==> config.mk <==
export PLATFORM = sky130hd
export DESIGN_NAME = plk_link
export DESIGN_NICKNAME = d
export VERILOG_FILES = /design/src/hw/plk_pkg.sv /design/src/hw/plk_link.sv /design/src/hw/plk_timer.sv /design/src/hw/plk_cmd.sv
export SDC_FILE = /design/constraint.sdc
export NUM_CORES = 1
export LEC_CHECK = 0
export BUFFER_PORTS_ARGS = -buffer_cell sky130_fd_sc_hd__buf_2
export CAP_MARGIN = 20
export CORE_AREA = 2 2 160 162
export CTS_CLUSTER_DIAMETER = 40
export CTS_CLUSTER_SIZE = 28
export DETAILED_ROUTE_END_ITERATION = 10
export DIE_AREA = 0 0 162 164
export PLACE_DENSITY = 0.69
export RECOVER_POWER = 100
export SLEW_MARGIN = 20
export SYNTH_ARGS = -nofsm -noshare
export SYNTH_HDL_FRONTEND = slang
export SYNTH_HIERARCHICAL = 1
export SYNTH_SLANG_ARGS = --single-unit
==> constraint.sdc <==
create_clock -name clock -period 3.4 [get_ports clock]
set_clock_uncertainty 0.15 [all_clocks]
set_input_delay 0.68 -clock clock [delete_from_list [all_inputs] [get_ports clock]]
set_output_delay 0.68 -clock clock [all_outputs]
set_load 0.05 [all_outputs]
==> src/hw/plk_pkg.sv <==
// Package of constants and types for the controller link status and transfer block.
package plk_pkg;
   // ***************************************************************
   // Field positions and reset values
   // ***************************************************************
   localparam int STS_ERR_BIT = 0;
   localparam int STS_WDONE_BIT = 1;
   localparam int STS_RDONE_BIT = 2;
   localparam int REQ_WRITE_BIT = 0;
   localparam int REQ_READ_BIT = 1;
   localparam logic [7:0] STATUS_RESET = 8'h00;
   localparam logic [7:0] REQUEST_RESET = 8'h00;
   localparam int ERR_ACCESS_BIT = 0;
   localparam int ERR_SLAVE_BIT = 1;
   localparam int ERR_INTERNAL_BIT = 2;
   localparam int ERR_MASTER_BIT = 3;
   localparam logic [4:0] MODULE_COUNT_RESET = 5'h00;
   localparam logic [1:0] GROUP_CMD_RESET = 2'h2;
   // ***************************************************************
   // Timing
   // ***************************************************************
   localparam int TIMEOUT_SECONDS = 3;
   localparam int CLOCK_HZ = 250000000;
   localparam longint TIMEOUT_TICKS_DEFAULT = longint'(TIMEOUT_SECONDS) * longint'(CLOCK_HZ);
   // ***************************************************************
   // Commands and states
   // ***************************************************************
   typedef enum logic [1:0] {
      PLK_RUN_ALL = 2'h0,
      PLK_STOP_ALL = 2'h1,
      PLK_RUN_SELECT = 2'h2
   } plk_run_e;
   typedef enum logic [1:0] {
      PLK_TUNE_STOP = 2'h0,
      PLK_TUNE_ALL = 2'h1,
      PLK_TUNE_SELECT = 2'h2
   } plk_tune_e;
   typedef enum logic [2:0] {
      PLK_ST_STARTUP = 3'h0,
      PLK_ST_IDLE = 3'h1,
      PLK_ST_FETCH = 3'h3,
      PLK_ST_STORE = 3'h2,
      PLK_ST_DONE = 3'h6
   } plk_state_e;
endpackage

==> src/hw/plk_link.sv <==
// Top of the controller link: status flags, request handshake and timeouts.
`timescale 1ns/1ps
module plk_link #(
   parameter longint TIMEOUT_TICKS = plk_pkg::TIMEOUT_TICKS_DEFAULT,
   parameter int NUM_SLAVES = 3
) (
   input wire logic clock,
   input wire logic resetn,
   input wire logic [4:0] module_count_in,
   input wire logic module_count_valid,
   input wire logic addr_gap,
   input wire logic internal_error,
   input wire logic is_slave,
   input wire logic [1:0] slave_index,
   input wire logic [NUM_SLAVES:0] hub_seen,
   input wire logic [NUM_SLAVES:0] hub_activity,
   input wire logic master_fail,
   input wire logic master_sending,
   input wire logic startup_done,
   input wire logic monitor_written,
   input wire logic req_we,
   input wire logic [7:0] req_wdata,
   input wire logic access_ok,
   input wire logic access_fail,
   input wire logic group_done,
   input wire logic group_fail,
   input wire logic cmd_we,
   input wire logic [1:0] run_in,
   input wire logic [1:0] tune_in,
   output logic [7:0] transfer_status,
   output logic [7:0] transfer_request_bits,
   output logic [4:0] module_count,
   output logic [NUM_SLAVES:0] hub_recognized,
   output logic own_recognized,
   output logic [3:0] comm_error,
   output logic comm_available,
   output logic fetch_active,
   output logic store_active,
   output logic monitor_enable,
   output logic slave_tx_enable,
   output plk_pkg::plk_run_e run_cmd,
   output plk_pkg::plk_tune_e tune_cmd
);
   localparam int TICKS = int'(TIMEOUT_TICKS);

   // ***************************************************************
   // State
   // ***************************************************************
   plk_pkg::plk_state_e state_reg;
   plk_pkg::plk_state_e state_next;
   logic [7:0] status_reg;
   logic [7:0] status_next;
   logic [1:0] req_reg;
   logic [1:0] req_next;
   logic [4:0] count_reg;
   logic [4:0] count_next;
   logic [NUM_SLAVES:0] recog_reg;
   logic [NUM_SLAVES:0] recog_next;
   logic [3:0] err_reg;
   logic [3:0] err_next;
   logic avail_reg;
   logic avail_next;
   logic slave_hold_reg;
   logic slave_hold_next;
   logic link_timeout;
   logic good_long;
   logic [NUM_SLAVES:0] hub_timeout;
   logic slave_any_timeout;
   logic hubs_multi;
   logic access_bad;

   // ***************************************************************
   // Timers
   // ***************************************************************
   // Two timers on the controller link (silence and good runs) plus one per hub.
   plk_timer #(.LIMIT(TICKS)) u_link_timer (
      .clock(clock),
      .resetn(resetn),
      .activity(access_ok),
      .expired(link_timeout)
   );

   // Runs of good accesses: restarted by every failure, expires after three good seconds.
   plk_timer #(.LIMIT(TICKS)) u_good_timer (
      .clock(clock),
      .resetn(resetn),
      .activity(access_bad),
      .expired(good_long)
   );

   for (genvar g = 0; g <= NUM_SLAVES; g++) begin : g_hub
      plk_timer #(.LIMIT(TICKS)) u_hub_timer (
         .clock(clock),
         .resetn(resetn),
         .activity(hub_activity[g]),
         .expired(hub_timeout[g])
      );
   end

   plk_cmd u_cmd (
      .clock(clock),
      .resetn(resetn),
      .cmd_we(cmd_we),
      .run_in(run_in),
      .tune_in(tune_in),
      .run_cmd(run_cmd),
      .tune_cmd(tune_cmd)
   );

   // Counts how many hubs are present; slave timeouts only matter with two or more.
   function automatic logic [2:0] ones(input logic [NUM_SLAVES:0] v);
      logic [2:0] n;
      n = 3'h0;
      for (int i = 0; i <= NUM_SLAVES; i++) begin
         n = n + 3'(v[i]);
      end
      return n;
   endfunction

   assign hubs_multi = (ones(recog_reg) >= 3'h2);
   assign slave_any_timeout = |(hub_timeout[NUM_SLAVES:1] & recog_reg[NUM_SLAVES:1]);
   // A failed group transfer or a silent link is a failed access as well, so either one
   // restarts the run of good accesses; otherwise the error would clear a cycle later.
   assign access_bad = access_fail || link_timeout
      || (group_fail && (fetch_active || store_active));

   // ***************************************************************
   // Transfer sequencer
   // ***************************************************************
   // The request bits are held until the transfer resolves, so the controller
   // sees zero only when the device is finished.
   always_comb begin
      state_next = state_reg;
      req_next = req_reg;
      status_next = status_reg;
      avail_next = avail_reg;
      if (req_we && state_reg == plk_pkg::PLK_ST_IDLE) begin
         req_next = req_wdata[1:0];
      end
      case (state_reg)
         plk_pkg::PLK_ST_STARTUP: begin
            if (startup_done && monitor_written) begin
               avail_next = 1'b1;
               state_next = plk_pkg::PLK_ST_IDLE;
            end
         end
         plk_pkg::PLK_ST_IDLE: begin
            if (req_reg[plk_pkg::REQ_WRITE_BIT]) begin
               status_next[plk_pkg::STS_WDONE_BIT] = 1'b0;
               status_next[plk_pkg::STS_ERR_BIT] = 1'b0;
               state_next = plk_pkg::PLK_ST_FETCH;
            end else if (req_reg[plk_pkg::REQ_READ_BIT]) begin
               status_next[plk_pkg::STS_RDONE_BIT] = 1'b0;
               status_next[plk_pkg::STS_ERR_BIT] = 1'b0;
               state_next = plk_pkg::PLK_ST_STORE;
            end
         end
         plk_pkg::PLK_ST_FETCH: begin
            if (group_fail) begin
               status_next[plk_pkg::STS_ERR_BIT] = 1'b1;
               req_next[plk_pkg::REQ_WRITE_BIT] = 1'b0;
               state_next = plk_pkg::PLK_ST_DONE;
            end else if (group_done) begin
               status_next[plk_pkg::STS_WDONE_BIT] = 1'b1;
               req_next[plk_pkg::REQ_WRITE_BIT] = 1'b0;
               state_next = plk_pkg::PLK_ST_DONE;
            end
         end
         plk_pkg::PLK_ST_STORE: begin
            if (group_fail) begin
               status_next[plk_pkg::STS_ERR_BIT] = 1'b1;
               req_next[plk_pkg::REQ_READ_BIT] = 1'b0;
               state_next = plk_pkg::PLK_ST_DONE;
            end else if (group_done) begin
               status_next[plk_pkg::STS_RDONE_BIT] = 1'b1;
               req_next[plk_pkg::REQ_READ_BIT] = 1'b0;
               state_next = plk_pkg::PLK_ST_DONE;
            end
         end
         default: begin
            state_next = plk_pkg::PLK_ST_IDLE;
         end
      endcase
   end

   always_ff @(posedge clock or negedge resetn) begin
      if (!resetn) begin
         state_reg <= plk_pkg::PLK_ST_STARTUP;
         req_reg <= plk_pkg::REQUEST_RESET[1:0];
         status_reg <= plk_pkg::STATUS_RESET;
         avail_reg <= 1'b0;
      end else begin
         state_reg <= state_next;
         req_reg <= req_next;
         status_reg <= status_next;
         avail_reg <= avail_next;
      end
   end

   // ***************************************************************
   // Module count, recognition and error flags
   // ***************************************************************
   // Error flags are sticky; only the access error clears itself, and a new
   // failure in the same cycle wins over the clear by priority, and it also restarts the good timer.
   always_comb begin
      count_next = count_reg;
      recog_next = recog_reg | hub_seen;
      err_next = err_reg;
      slave_hold_next = slave_hold_reg;
      if (module_count_valid) begin
         count_next = module_count_in;
      end
      if (access_fail || link_timeout) begin
         err_next[plk_pkg::ERR_ACCESS_BIT] = 1'b1;
      end else if (good_long) begin
         err_next[plk_pkg::ERR_ACCESS_BIT] = 1'b0;
      end
      if (hubs_multi && slave_any_timeout) begin
         err_next[plk_pkg::ERR_SLAVE_BIT] = 1'b1;
      end
      if (internal_error || addr_gap) begin
         err_next[plk_pkg::ERR_INTERNAL_BIT] = 1'b1;
      end
      if (master_fail || hub_timeout[0]) begin
         err_next[plk_pkg::ERR_MASTER_BIT] = 1'b1;
      end
      if (group_fail && (fetch_active || store_active)) begin
         err_next[plk_pkg::ERR_ACCESS_BIT] = 1'b1;
      end
      if (is_slave && hub_timeout[0]) begin
         slave_hold_next = 1'b1;
      end else if (master_sending) begin
         slave_hold_next = 1'b0;
      end
   end

   always_ff @(posedge clock or negedge resetn) begin
      if (!resetn) begin
         count_reg <= plk_pkg::MODULE_COUNT_RESET;
         recog_reg <= '0;
         err_reg <= 4'h0;
         slave_hold_reg <= 1'b0;
      end else begin
         count_reg <= count_next;
         recog_reg <= recog_next;
         err_reg <= err_next;
         slave_hold_reg <= slave_hold_next;
      end
   end

   // ***************************************************************
   // Outputs
   // ***************************************************************
   assign transfer_status = status_reg;
   assign transfer_request_bits = {6'h00, req_reg};
   assign module_count = count_reg;
   assign hub_recognized = recog_reg;
   assign own_recognized = recog_reg[slave_index];
   assign comm_error = err_reg;
   assign comm_available = avail_reg;
   assign fetch_active = (state_reg == plk_pkg::PLK_ST_FETCH);
   assign store_active = (state_reg == plk_pkg::PLK_ST_STORE);
   // Monitoring writes pause for the whole transfer and before startup ends.
   assign monitor_enable = avail_reg && !fetch_active && !store_active;
   assign slave_tx_enable = !slave_hold_reg;

   // ***************************************************************
   // Checks
   // ***************************************************************
   AST_WRITE_DONE: assert property (@(posedge clock) disable iff (!resetn)
      fetch_active && group_done && !group_fail |=> transfer_status[1]
      && !transfer_request_bits[0]) else $error("write done not flagged");
   AST_READ_DONE: assert property (@(posedge clock) disable iff (!resetn)
      store_active && group_done && !group_fail |=> transfer_status[2]
      && !transfer_request_bits[1]) else $error("read done not flagged");
   AST_MON_PAUSE: assert property (@(posedge clock) disable iff (!resetn)
      (fetch_active || store_active) |-> !monitor_enable) else $error("monitor not paused");
   AST_FAIL_FLAG: assert property (@(posedge clock) disable iff (!resetn)
      (fetch_active || store_active) && group_fail |=> comm_error[0] [*2])
      else $error("failure not flagged");
   AST_ACCESS_SET: assert property (@(posedge clock) disable iff (!resetn)
      access_fail |=> comm_error[0]) else $error("access error not set");
   AST_INTERNAL: assert property (@(posedge clock) disable iff (!resetn)
      addr_gap |=> comm_error[2]) else $error("internal timeout not set");
   AST_MASTER: assert property (@(posedge clock) disable iff (!resetn)
      master_fail |=> comm_error[3]) else $error("master timeout not set");
   AST_STICKY_ERR: assert property (@(posedge clock) disable iff (!resetn)
      $fell(comm_error[3]) |-> 1'b0) else $error("master timeout cleared");
   AST_FETCH_START: assert property (@(posedge clock) disable iff (!resetn)
      state_reg == plk_pkg::PLK_ST_IDLE && transfer_request_bits[0] |=> fetch_active)
      else $error("write request not started");
   AST_AVAIL: assert property (@(posedge clock) disable iff (!resetn)
      !comm_available && startup_done && monitor_written |=> comm_available)
      else $error("availability not set");
   AST_SLAVE_STOP: assert property (@(posedge clock) disable iff (!resetn)
      is_slave && hub_timeout[0] |=> !slave_tx_enable) else $error("slave kept sending");
   AST_COUNT: assert property (@(posedge clock) disable iff (!resetn)
      module_count_valid |=> module_count == $past(module_count_in))
      else $error("module count not taken");
   AST_REQ_HELD: assert property (@(posedge clock) disable iff (!resetn)
      state_reg != plk_pkg::PLK_ST_IDLE && !group_done && !group_fail
      |=> $stable(transfer_request_bits)) else $error("request changed outside idle");
endmodule // plk_link

==> src/hw/plk_timer.sv <==
// Saturating activity timer that flags a silence longer than its limit.
`timescale 1ns/1ps
module plk_timer #(
   parameter int LIMIT = 750000000
) (
   input wire logic clock,
   input wire logic resetn,
   input wire logic activity,
   output logic expired
);
   localparam int CW = $clog2(LIMIT + 2);
   localparam logic [CW-1:0] LIM = CW'(LIMIT);
   logic [CW-1:0] count_reg;
   logic [CW-1:0] count_next;

   // Count idle ticks; any activity restarts, and the count holds once over the limit.
   always_comb begin
      count_next = count_reg;
      if (activity) begin
         count_next = '0;
      end else if (count_reg <= LIM) begin
         count_next = count_reg + CW'(1);
      end
   end

   always_ff @(posedge clock or negedge resetn) begin
      if (!resetn) begin
         count_reg <= '0;
      end else begin
         count_reg <= count_next;
      end
   end

   // Strictly more than the limit counts as a timeout.
   assign expired = (count_reg > LIM);

   AST_TIMER_EXPIRE: assert property (@(posedge clock) disable iff (!resetn)
      activity |=> !expired) else $error("timer expired right after activity");
endmodule // plk_timer

==> src/hw/plk_cmd.sv <==
// Group run/stop and autotuning command holding with broadcast outputs.
`timescale 1ns/1ps
module plk_cmd (
   input wire logic clock,
   input wire logic resetn,
   input wire logic cmd_we,
   input wire logic [1:0] run_in,
   input wire logic [1:0] tune_in,
   output plk_pkg::plk_run_e run_cmd,
   output plk_pkg::plk_tune_e tune_cmd
);
   plk_pkg::plk_run_e run_reg;
   plk_pkg::plk_run_e run_next;
   plk_pkg::plk_tune_e tune_reg;
   plk_pkg::plk_tune_e tune_next;

   // Code 3 is not a defined command, so such a write leaves the old value.
   always_comb begin
      run_next = run_reg;
      tune_next = tune_reg;
      if (cmd_we && run_in != 2'h3) begin
         run_next = plk_pkg::plk_run_e'(run_in);
      end
      if (cmd_we && tune_in != 2'h3) begin
         tune_next = plk_pkg::plk_tune_e'(tune_in);
      end
   end

   always_ff @(posedge clock or negedge resetn) begin
      if (!resetn) begin
         run_reg <= plk_pkg::PLK_RUN_SELECT;
         tune_reg <= plk_pkg::PLK_TUNE_SELECT;
      end else begin
         run_reg <= run_next;
         tune_reg <= tune_next;
      end
   end

   // Broadcast to all attached modules straight from the held values.
   assign run_cmd = run_reg;
   assign tune_cmd = tune_reg;

   AST_CMD_LEGAL: assert property (@(posedge clock) disable iff (!resetn)
      run_cmd != 2'h3 && tune_cmd != 2'h3) else $error("illegal group command");
endmodule // plk_cmd

# Word-level counts from Yosys, hierarchy flattened
# Cells that the tools add are included.
[op_classes]
n_eq_ne = 16
addsub = 9
n_mux = 42
bitwise_logic = 2
reduce_logical = 36
order_cmp = 14
[ops]
columns = ["op", "count"]
rows = [
  ["$mux 30", 12],
  ["$add 30x1->30 const B", 6],
  ["$gt 30x30->1 const B", 6],
  ["$le 30x30->1 const B", 6],
  ["$ne 2x2->1 const B", 10],
  ["$reduce_bool 2->1", 10],
  ["$mux 1", 19],
  ["$mux 3", 5],
  ["$logic_and 1x1->1", 9],
  ["$pmux 3 s3", 1],
  ["$eq 3x2->1 const B", 2],
  ["$pmux 1 s2", 3],
  ["$reduce_and 3->1", 2],
  ["$logic_or 1x1->1", 5],
  ["$reduce_and 5->1", 1],
  ["$or 4x4->4", 1],
  ["$reduce_and 4->1", 1],
  ["$add 2x1->3", 1],
  ["$add 3x1->3", 1],
  ["$and 3x3->3", 1],
  ["$eq 3x1->1 const B", 1],
  ["$ge 3x2->1 const B", 1],
  ["$logic_not 1->1", 3],
  ["$logic_not 3->1", 1],
  ["11 further kinds", 11],
]
[word_totals]
reg_bits = 207
word_cells = 140
out_inout_bits = 39

# Depth between registers and ports, before layout
# Gate-level depths: netlist of run 1.
[depth]
ltp_word = 6
depth_mapped = 14

# Hierarchy
# The synthesis of run 1 kept the hierarchy.
[modules_own_cells]
columns = ["module", "seq_area_each_um2", "n_inst", "cells_each", "area_each_um2"]
rows = [
  ["plk_timer (g_hub[0].u_hub_timer ...)", 750.7, 5, 206, 1825.5],
  ["plk_timer (u_good_timer)", 750.7, 1, 201, 1805.5],
  ["plk_link", 575.6, 1, 95, 1082.3],
  ["plk_cmd", 102.6, 1, 14, 162.7],
]

# Worst setup path before layout of run 1
# OpenSTA, ideal clock, no wires.
[synth_timing]
path_kind = "flip-flop to flip-flop"
start = "reg u_link_timer.count_reg[28]"
end = "reg u_good_timer.count_reg[0]"
path_slack_ps = 401
n_path_buf = 6
path_stages_with_launch = 13
arrival_time_ps = 2717
path_cell_list = "dfrtp_1 nor4b_1 nand4_1 o31a_1 a21oi_2 buf_6 buf_6 buf_4 a211o_1 clkbuf_1 clkbuf_1 clkbuf_1 nor2_1"
[synth_between]
elab_chain_cells = 4
elab_cells_between_ends = 5
[synth_rtl]
columns = ["element", "line", "rtl"]
rows = [
  ["start, declared", "plk_timer.sv:13", "logic [CW-1:0] count_reg;"],
  ["start signal, assigned", "plk_timer.sv:30", "count_reg <= count_next;"],
  ["$gt 30x30->1 *", "plk_timer.sv:35", "assign expired = (count_reg > LIM);"],
  ["net link_timeout", "plk_link.sv:65", "logic link_timeout;"],
  ["$logic_or 1x1->1 *", "plk_link.sv:124", "assign access_bad = access_fail || link_timeout"],
  ["$logic_or 1x1->1 *", "plk_link.sv:125", "|| (group_fail && (fetch_active || store_active));"],
  ["net access_bad", "plk_link.sv:70", "logic access_bad;"],
  ["$mux 30 or $reduce_bool 2->1 (tied branches)", "--", ""],
  ["end signal, assigned", "plk_timer.sv:30", ""],
  ["end, declared", "plk_timer.sv:13", ""],
]
# The timed path passes the listed nets; every way through them passes the cells marked *.
# A chain may end at the register's enable or synchronous reset.

# Worst setup path after layout of run 1
[layout_timing]
start = "reg u_good_timer.count_reg[17]"
end = "reg u_good_timer.count_reg[17]"
[layout_between]
elab_chain_cells = 3
elab_cells_between_ends = 5
[layout_rtl]
columns = ["element", "line", "rtl"]
rows = [
  ["$add 30x1->30", "plk_timer.sv:22", "count_next = count_reg + CW'(1);"],
  ["$mux 30", "plk_timer.sv:21", "end else if (count_reg <= LIM) begin"],
  ["$mux 30", "plk_timer.sv:19", "if (activity) begin"],
]
# Several ways; a longest one is shown, not always the timed one. The select of a mux whose other input is x is not followed.

==> flow_metrics.env, run 1 <==
export IMPL_path_depth=7
export IMPL_die_h_um=164
export IMPL_drv_slew=0
export IMPL_antenna_found_initial=0
export IMPL_synth_cell_type_count=66
export IMPL_cts_root_buf="clkbuf_16"
export IMPL_syn_to_final_growth_pct=13.0
export IMPL_powerDensity_nw_per_um2=496
export IMPL_h_tree_depth=2
export IMPL_rsz0062_at_grt="false"
export IMPL_dieWidth_um=162
export IMPL_setup_tns_ns=0
export IMPL_first_pass_iters=5
export IMPL_drt_iter0_markers=669
export IMPL_synthCells=1340
export IMPL_drive_above_1_share_pct=13.1
export IMPL_critPathBufInv=1
export IMPL_end_kind="flip-flop"
export IMPL_critPathKind="flip-flop to flip-flop"
export IMPL_largest_reg_flops=120
export IMPL_clkPwrFrac_pct=51.3
export IMPL_boundaryPins=82
export IMPL_dp_hpwl_um=17200
export IMPL_top_usage_layer="met2"
export IMPL_dp_cells=1686
export IMPL_num_vias=10200
export IMPL_final_cell_mix="205 x dfrtp_1, 117 x a21oi_1, 105 x nor2_1"
export IMPL_cpPeakStageDelay_ns=0.60
export IMPL_grtUsageMet2_pct=32.8
export IMPL_vdd_drop_max_mv=0.346
export IMPL_cp_start_kind="flip-flop"
export IMPL_yosysWarnings=6
export IMPL_seq_area_frac_synth_pct=42.6
export IMPL_synthesis_area_sq_um=12200
export IMPL_maxSlewHeadroom_pct=15.9
export IMPL_drc=0
export IMPL_grt_pass1_wl_um=45200
export IMPL_cts_buffers=35
export IMPL_rows=58
export IMPL_num_antenna_cells=0
export IMPL_post_cts_buffers=0
export IMPL_cp_arrival_ns=3.18
export IMPL_grtUsageMet3_pct=3.33
export IMPL_avgViaCountPerCell=5.81
export IMPL_gr_total_overflow=0
export IMPL_power_frac_comb_pct=10.0
export IMPL_use_met1_pct=27.4
export IMPL_ys_flop_type="dfrtp_1"
export IMPL_hold_violations=0
export IMPL_ys_ff_latch=207
export IMPL_holdCritPathClass="input port to flip-flop"
export IMPL_hold_path_startpoint="master_fail"
export IMPL_p_seq_share_pct=38.7
export IMPL_worst_pin_slew_ns=1.26
export IMPL_final_common_cell="dfrtp_1"
export IMPL_fin_ws_ns=0.449
export IMPL_clockBufferDepth=3
export IMPL_switching_power_mw=1.87
export IMPL_synth_edf_count=0
export IMPL_wirelength_um=26200
export IMPL_r2r_setup_slack_ns=0.45
export IMPL_clock_sinks=207
export IMPL_core_sq_um=24800
export IMPL_critPathTopFamily="simple AND/OR/NAND/NOR gates"
export IMPL_clk_latency_ns=0.50
export IMPL_num_fill_cells=2228
export IMPL_fin_cells=1751
export IMPL_min_period_ns=2.95
export IMPL_dpl_worst_slack_ns=0.669
export IMPL_p_sw_share_pct=27.5
export IMPL_crit_start="u_good_timer/count_reg[17]$_DFFE_PN0P_"
export IMPL_cts_tree="done"
export IMPL_grt_max_degree=92
export IMPL_p_leak_nw=5.57
export IMPL_wl_per_cell_um=14.9
export IMPL_async_flop_share_pct=100
export IMPL_die_area_sq_um=26600
export IMPL_rr_worst_depth=7
export IMPL_grt_pass1_vias=9575
export IMPL_cpMaxStageDelayCell="a22oi_1"
export IMPL_drv_cap=0
export IMPL_min_path_cells=2
export IMPL_syn_avg_cell_area_sq_um=9.09
export IMPL_worst_path_max_fanout=11
export IMPL_clkTransAtPathRegs_ns=0.05
export IMPL_ant_nets=0
export IMPL_nets=1450
export IMPL_reg2reg_from="u_good_timer/count_reg[17]$_DFFE_PN0P_"
export IMPL_place_gp_congestion=0.797
export IMPL_max_freq_mhz=339
export IMPL_required_ns=3.63
export IMPL_ctsResizeCount=0
export IMPL_grt_util_all_layers_pct=19.9
export IMPL_start_util_pct=49.1
export IMPL_cts_hold_repair_buffers=1
export IMPL_status="finished clean"
export IMPL_finalCritPeriodShare_pct=86.8
export IMPL_port_buffers=64
export IMPL_finalSetupViolations=0
export IMPL_path_cells="or4_4 -> nor4_4 -> nand2_1 -> a22oi_1 -> buf_4 -> nor3_1 -> mux2_1"
export IMPL_intPower_mw=4.95
[through the flow]
step	hold slack [ns]	power, mW	util [%]	cell area, sq um
2_1_floorplan	0.234	3.16	-	12200
3_3_place_gp	0.294	3.38	51.1	12700
3_5_place_dp	0.293	3.39	51.1	12700
4_1_cts	0.199	6.95	55.9	13900
5_1_grt	0.207	7.13	55.4	13800
6_report	0.218	6.82	55.4	13800
[cell families after synthesis]
| family | share of synthesized area, % |
|---|---|
| xor+xnor | 1.37 |
| mux | 5.51 |
| compound gates | 13.4 |
| other cells | 0.0308 |
| simple gates | 30.9 |
| buf+inv | 4.86 |
| flops | 42.6 |
| fa+ha+maj | 1.40 |
[Yosys cell counts, types with 11 or more instances]
cell,number,area [sq um]
a21oi_1,114,571
and2_1,16,100
and3_1,27,169
and4_1,12,105
buf_2,17,85.1
buf_4,17,128
buf_6,12,135
clkbuf_1,30,113
dfrtp_1,205,5130
ha_1,12,150
inv_1,35,131
mux2_2,45,507
mux2i_1,13,130
nand2_1,89,334
nand2b_1,19,119
nand3_1,70,350
nand4_1,39,244
nor2_1,105,394
nor2b_1,47,294
nor3_1,31,155
nor3b_1,13,97.6
nor4_1,15,93.8
nor4b_1,20,175
o21ai_0,81,405
o31ai_1,16,120
or2_2,11,68.8
or3_1,92,576
or4_1,23,173
xnor2_1,12,105
[power groups by stage]
stage / registers, mW / clock network (mW) / logic [mW]
floorplan: 2.78 / 0 / 0.388
CTS: 2.64 / 3.60 / 0.717
detailed placement: 2.68 / 0 / 0.713
global placement: 2.67 / 0 / 0.705
global route: 2.65 / 3.73 / 0.752
finish: 2.64 / 3.50 / 0.685
[per-layer routing]
metal,wire length (um),part of all wire [%]
met5,0,0
met4,465,1.8
met3,1010,3.9
met1,12300,47
met2,12400,47
[path summary, 6_finish.rpt]
check / to
worst max-delay path: u_good_timer/count_reg[17]$_DFFE_PN0P_
min in group asynchronous: g_hub[3].u_hub_timer/count_reg[1]$_DFFE_PN0P_
worst min register to register: u_cmd/run_cmd[1]$_DFFE_PN1P_
max in group asynchronous: g_hub[1].u_hub_timer/count_reg[24]$_DFFE_PN0P_
worst max register to register: u_good_timer/count_reg[17]$_DFFE_PN0P_
worst min-delay path: comm_error[3]$_DFFE_PN0P_
[final cells by class]
| type | count | area [sq um] | area share, % |
|---|---|---|---|
| timing repair buffer | 83 | 437 | 3.17 |
| multi-input combinational | 1032 | 6410 | 46.6 |
| sequential | 207 | 5180 | 37.7 |
| clock buffer | 44 | 980 | 7.12 |
| inverter | 35 | 131 | 0.955 |
| tap | 330 | 413 | 3.00 |
| clock inverter | 20 | 201 | 1.46 |
Note: power is estimated with default switching activity, not from simulation.
==> run 2, diff against run 1 <==
Settings changed: CORE_AREA 2 2 160 162 to 2 2 146 176, DIE_AREA 0 0 162 164 to 0 0 148 178, PLACE_DENSITY 0.69 to unset, PLACE_DENSITY_LB_ADDON set to 0.08.
==> flow_metrics.env, run 2 (synthesis results as in run 1) <==
export IMPL_critPathBufInv=1
export IMPL_max_freq_mhz=340
export IMPL_die_h_um=178
export IMPL_clock_sinks=207
export IMPL_clk_latency_ns=0.51
export IMPL_cts_root_buf="clkbuf_16"
export IMPL_dpl_worst_slack_ns=0.570
export IMPL_core_sq_um=24600
export IMPL_dieWidth_um=148
export IMPL_reg2reg_from="g_hub[1].u_hub_timer/count_reg[28]$_DFFE_PN0P_"
export IMPL_syn_to_final_growth_pct=14.6
export IMPL_nets=1455
export IMPL_min_period_ns=2.94
export IMPL_drc=0
export IMPL_largest_reg_flops=120
export IMPL_r2r_end="g_hub[1].u_hub_timer/count_reg[1]$_DFFE_PN0P_"
export IMPL_wl_per_cell_um=15.3
export IMPL_drv_cap=1
export IMPL_critPathTopFamily="compound AO/OA/AOI/OAI gates"
export IMPL_dp_hpwl_um=17600
export IMPL_drt_iter0_markers=538
export IMPL_drv_slew=78
export IMPL_num_vias=10200
export IMPL_critPathKind="flip-flop to flip-flop"
export IMPL_start_util_pct=49.5
export IMPL_cts_hold_repair_buffers=0
export IMPL_ant_nets=0
export IMPL_multiInputGateArea_sq_um=6420
export IMPL_avgViaCountPerCell=5.80
export IMPL_wirelength_um=26900
export IMPL_die_area_sq_um=26300
export IMPL_cp_start_kind="flip-flop"
export IMPL_r2r_setup_slack_ns=0.46
export IMPL_fin_util_pct=56.8
export IMPL_worst_pin_slew_ns=2.06
export IMPL_grt_pass1_wl_um=46900
export IMPL_violations="capacitance limit, slew limit"
export IMPL_setup_tns_ns=0
export IMPL_post_cts_buffers=0
export IMPL_crit_start="g_hub[1].u_hub_timer/count_reg[28]$_DFFE_PN0P_"
export IMPL_status="finished with violations"
export IMPL_fin_ws_ns=0.457
export IMPL_h_tree_depth=2
export IMPL_grtUsageMet2_pct=36.4
export IMPL_crit_end="g_hub[1].u_hub_timer/count_reg[1]$_DFFE_PN0P_"
export IMPL_first_pass_iters=5
export IMPL_holdCritPathClass="input port to flip-flop"
export IMPL_grt_util_all_layers_pct=20.9
export IMPL_clockBufferDepth=3
export IMPL_cp_arrival_ns=3.16
export IMPL_p_total_mw=7.39
export IMPL_rows=63
export IMPL_antenna_found_initial=1
export IMPL_final_common_cell="dfrtp_1"
export IMPL_top_usage_layer="met2"
export IMPL_rr_worst_depth=7
export IMPL_gr_total_overflow=0
export IMPL_grtUsageMet3_pct=3.43
export IMPL_cts_tree="done"
export IMPL_hold_ws_ns=0.211
export IMPL_powerDensity_nw_per_um2=529
export IMPL_place_gp_congestion=0.822
export IMPL_num_fill_cells=2306
export IMPL_rsz0062_at_grt="false"
export IMPL_maxSlewHeadroom_pct=-37.5
export IMPL_p_leak_nw=5.66
export IMPL_num_antenna_cells=0
export IMPL_finalCritPeriodShare_pct=86.5
export IMPL_ctsResizeCount=0
export IMPL_hold_violations=0
export IMPL_boundaryPins=82
export IMPL_port_buffers=64
export IMPL_path_depth=7
export IMPL_seq_area_sq_um=5180
export IMPL_required_ns=3.62
export IMPL_grt_max_degree=79
export IMPL_cts_buffers=39
export IMPL_grt_pass1_vias=9965
export IMPL_vdd_drop_max_mv=0.385
export IMPL_worst_path_max_fanout=27
export IMPL_finalSetupViolations=0
export IMPL_use_met1_pct=26.9
export IMPL_path_cells="nor4b_1 -> nand4_1 -> o31a_1 -> a21oi_4 -> clkbuf_1 -> mux2i_1 -> nor2_1"
export IMPL_final_cell_mix="205 x dfrtp_1, 117 x a21oi_1, 105 x nor2_1"
export IMPL_drive_above_1_share_pct=13.6
export IMPL_clkTransAtPathRegs_ns=0.06
export IMPL_cpMaxStageDelayCell="a21oi_4"
export IMPL_cpPeakStageDelay_ns=0.60
export IMPL_end_kind="flip-flop"
[run 2: cell types whose count changed in the layout (fill, tap and decap cells not counted), sizes merged]
cell	change
dlygate4sd3	-1
clkbuf	+11
inv	-7
bufinv	+4
buf	-1
clkinv	+2
[run 2: metrics by stage]
stage,area (sq um),std cells
after global routing,14000,1754
final,14000,1754
after global placement,12700,1683
after CTS,14100,1754
after floorplan,12200,1350
after detailed placement,12700,1683
[run 2: final cells by class]
class	instances	share of cell area (%)
tap	325	2.91
clock inverter	19	1.97
multi-input combinational	1032	46.0
clock buffer	52	8.00
inverter	35	0.941
timing repair buffer	84	3.03
sequential	207	37.1
[run 2: power breakdown]
part | switching, mW | internal (mW) | total (mW)
registers | 0.0980 | 2.55 | 2.65
clock network | 1.29 | 2.77 | 4.06
logic | 0.505 | 0.177 | 0.682
total | 1.90 | 5.49 | 7.39
[run 2: how the worst min path moves through the flow]
| stage | startpoint | to | depth (start not counted) | slack (ns) |
|---|---|---|---|---|
| 2_1_floorplan | resetn | comm_available$_DFFE_PN0P_ | 0 | 0.23 |
| 3_3_place_gp | comm_error[3]$_DFFE_PN0P_ | comm_error[3]$_DFFE_PN0P_ | 1 | 0.29 |
| 3_5_place_dp | u_cmd/tune_cmd[1]$_DFFE_PN1P_ | u_cmd/tune_cmd[1]$_DFFE_PN1P_ | 2 | 0.31 |
| 4_1_cts | resetn | g_hub[2].u_hub_timer/count_reg[22]$_DFFE_PN0P_ | 1 | 0.04 |
| 5_1_grt | hub_seen[3] | hub_recognized[3]$_DFF_PN0_ | 2 | 0.20 |
| 6_report | master_sending | slave_hold_reg$_DFFE_PN0P_ | 2 | 0.21 |
[run 2: worst reg2reg max path: stages (launching register included)]
cell,delay [ns]
dfrtp_1,0.40
nor4b_1,0.43
nand4_1,0.18
o31a_1,0.32
a21oi_4,0.60
clkbuf_1,0.44
mux2i_1,0.25
nor2_1,0.06
[run 2: metal layers]
metal  wire [um]  vias up
met3         881       36
met1       12100     4966
met2       13400      144
met5           0        -
li1            -     5021
met4         478        0
==> run 3, diff against run 2 <==
Settings changed: BUFFER_PORTS_ARGS -buffer_cell sky130_fd_sc_hd__buf_2 to -buffer_cell sky130_fd_sc_hd__buf_4.
==> flow_metrics.env, run 3 (synthesis results as in run 1) <==
export IMPL_status="finished with violations"
export IMPL_violations="capacitance limit, slew limit"
export IMPL_worst_path_max_fanout=46
export IMPL_clk_latency_ns=0.52
export IMPL_use_met1_pct=27.0
export IMPL_finalCritPeriodShare_pct=86.8
export IMPL_boundaryPins=82
export IMPL_min_period_ns=2.95
export IMPL_start_util_pct=49.5
export IMPL_finalSetupViolations=0
export IMPL_fin_util_pct=56.6
export IMPL_wl_per_cell_um=15.4
export IMPL_r2r_setup_slack_ns=0.45
export IMPL_crit_start="u_link_timer/count_reg[17]$_DFFE_PN0P_"
export IMPL_num_vias=10100
export IMPL_max_freq_mhz=339
export IMPL_top_usage_layer="met2"
export IMPL_place_gp_congestion=0.790
export IMPL_nets=1452
export IMPL_fin_ws_ns=0.448
export IMPL_r2r_end="u_link_timer/count_reg[23]$_DFFE_PN0P_"
export IMPL_final_common_cell="dfrtp_1"
export IMPL_cpMaxStageDelayCell="clkbuf_2"
export IMPL_clock_sinks=207
export IMPL_maxSlewHeadroom_pct=-52.7
export IMPL_end_kind="flip-flop"
export IMPL_drc=0
export IMPL_grt_pass1_wl_um=46300
export IMPL_post_cts_buffers=0
export IMPL_dieWidth_um=148
export IMPL_largest_reg_flops=120
export IMPL_cts_buffers=37
export IMPL_grt_util_all_layers_pct=20.7
export IMPL_drv_slew=83
export IMPL_hold_path_startpoint="hub_seen[0]"
export IMPL_final_cell_area_sq_um=13900
export IMPL_syn_to_final_growth_pct=14.2
export IMPL_grtUsageMet3_pct=3.86
export IMPL_first_pass_iters=4
export IMPL_cts_root_buf="clkbuf_16"
export IMPL_dpl_worst_slack_ns=0.550
export IMPL_rows=63
export IMPL_required_ns=3.63
export IMPL_rr_worst_depth=7
export IMPL_h_tree_depth=2
export IMPL_die_h_um=178
export IMPL_wirelength_um=26800
export IMPL_p_leak_nw=5.63
export IMPL_port_buffers=64
export IMPL_hold_ws_ns=0.214
export IMPL_cp_arrival_ns=3.18
export IMPL_path_cells="o41a_1 -> o211a_1 -> o21ai_2 -> a21oi_1 -> clkbuf_2 -> nor4b_1 -> mux2_2"
export IMPL_worst_pin_slew_ns=2.29
export IMPL_drt_iter0_markers=550
export IMPL_reg2reg_from="u_link_timer/count_reg[17]$_DFFE_PN0P_"
export IMPL_setup_tns_ns=0
export IMPL_core_sq_um=24600
export IMPL_ant_nets=0
export IMPL_vdd_drop_max_mv=0.449
export IMPL_die_area_sq_um=26300
export IMPL_powerDensity_nw_per_um2=501
export IMPL_grt_max_degree=85
export IMPL_dp_hpwl_um=17500
export IMPL_grtUsageMet2_pct=35.4
export IMPL_avgViaCountPerCell=5.80
export IMPL_drv_cap=1
export IMPL_holdCritPathClass="input port to flip-flop"
export IMPL_rsz0062_at_grt="false"
export IMPL_num_antenna_cells=0
export IMPL_cts_tree="done"
export IMPL_cts_hold_repair_buffers=0
export IMPL_hold_violations=0
export IMPL_clkTransAtPathRegs_ns=0.05
export IMPL_gr_total_overflow=0
export IMPL_cp_start_kind="flip-flop"
export IMPL_final_cell_mix="205 x dfrtp_1, 117 x a21oi_1, 105 x nor2_1"
export IMPL_place_area_sq_um=12800
export IMPL_crit_end="u_link_timer/count_reg[23]$_DFFE_PN0P_"
export IMPL_ctsResizeCount=0
export IMPL_critPathKind="flip-flop to flip-flop"
export IMPL_clockBufferDepth=3
export IMPL_drive_above_1_share_pct=13.6
export IMPL_grt_pass1_vias=9732
export IMPL_cpPeakStageDelay_ns=0.49
export IMPL_antenna_found_initial=0
==> run 3: changes by cell type in the layout (fill, tap and decap cells not counted), sizes merged <==
cell,previous run,this run
clkinv,9,6
buf,45,49
inv,36,40
bufinv,6,2
clkbuf,91,81
clkinvlp,3,5
==> run 3: worst max-delay path, delay by kind of cell, from the launching register on <==
kind,cells,cell delay [ns]
AOI/OAI and AO/OA,4,0.90
buffers and inverters,1,0.49
DFF,1,0.43
muxes,1,0.37
and+or+nand+nor,1,0.49
==> run 3: worst min path at each step <==
stage,cells after the start,end
3_3_place_gp,2,u_cmd/tune_cmd[1]$_DFFE_PN1P_
3_5_place_dp,2,u_cmd/tune_cmd[1]$_DFFE_PN1P_
4_1_cts,1,g_hub[2].u_hub_timer/count_reg[23]$_DFFE_PN0P_
2_1_floorplan,0,comm_available$_DFFE_PN0P_
6_report,2,hub_recognized[0]$_DFF_PN0_
5_1_grt,2,hub_recognized[1]$_DFF_PN0_
==> run 3: through the flow <==
step                      power [mW]  instances
final                           6.97       1747
after global routing            7.27       1747
after CTS                       7.14       1747
after detailed placement        3.43       1682
after global placement          3.42       1682
after floorplan                 3.16       1350
==> run 3: per-layer routing <==
layer  routed length, um  up-vias
met5                   0        -
met4                 479        0
met3                 917       38
met2               13400      119
met1               12100     4952
li1                    -     5015
==> run 3: cell type report <==
type	instances	area, sq um
Sequential cell	207	5180
Timing Repair Buffer	83	539
Fill cell	2304	10700
Clock buffer	47	1050
Clock inverter	18	188
Inverter	35	131
Tap cell	325	407
Multi-Input combinational cell	1032	6420
==> run 3: report_power, final <==
part	internal (mW)	leakage, nW	switching [mW]
sequential	2.55	2.80	0.0917
combinational	0.188	2.23	0.506
clock	2.35	0.593	1.29
total	5.08	5.63	1.89
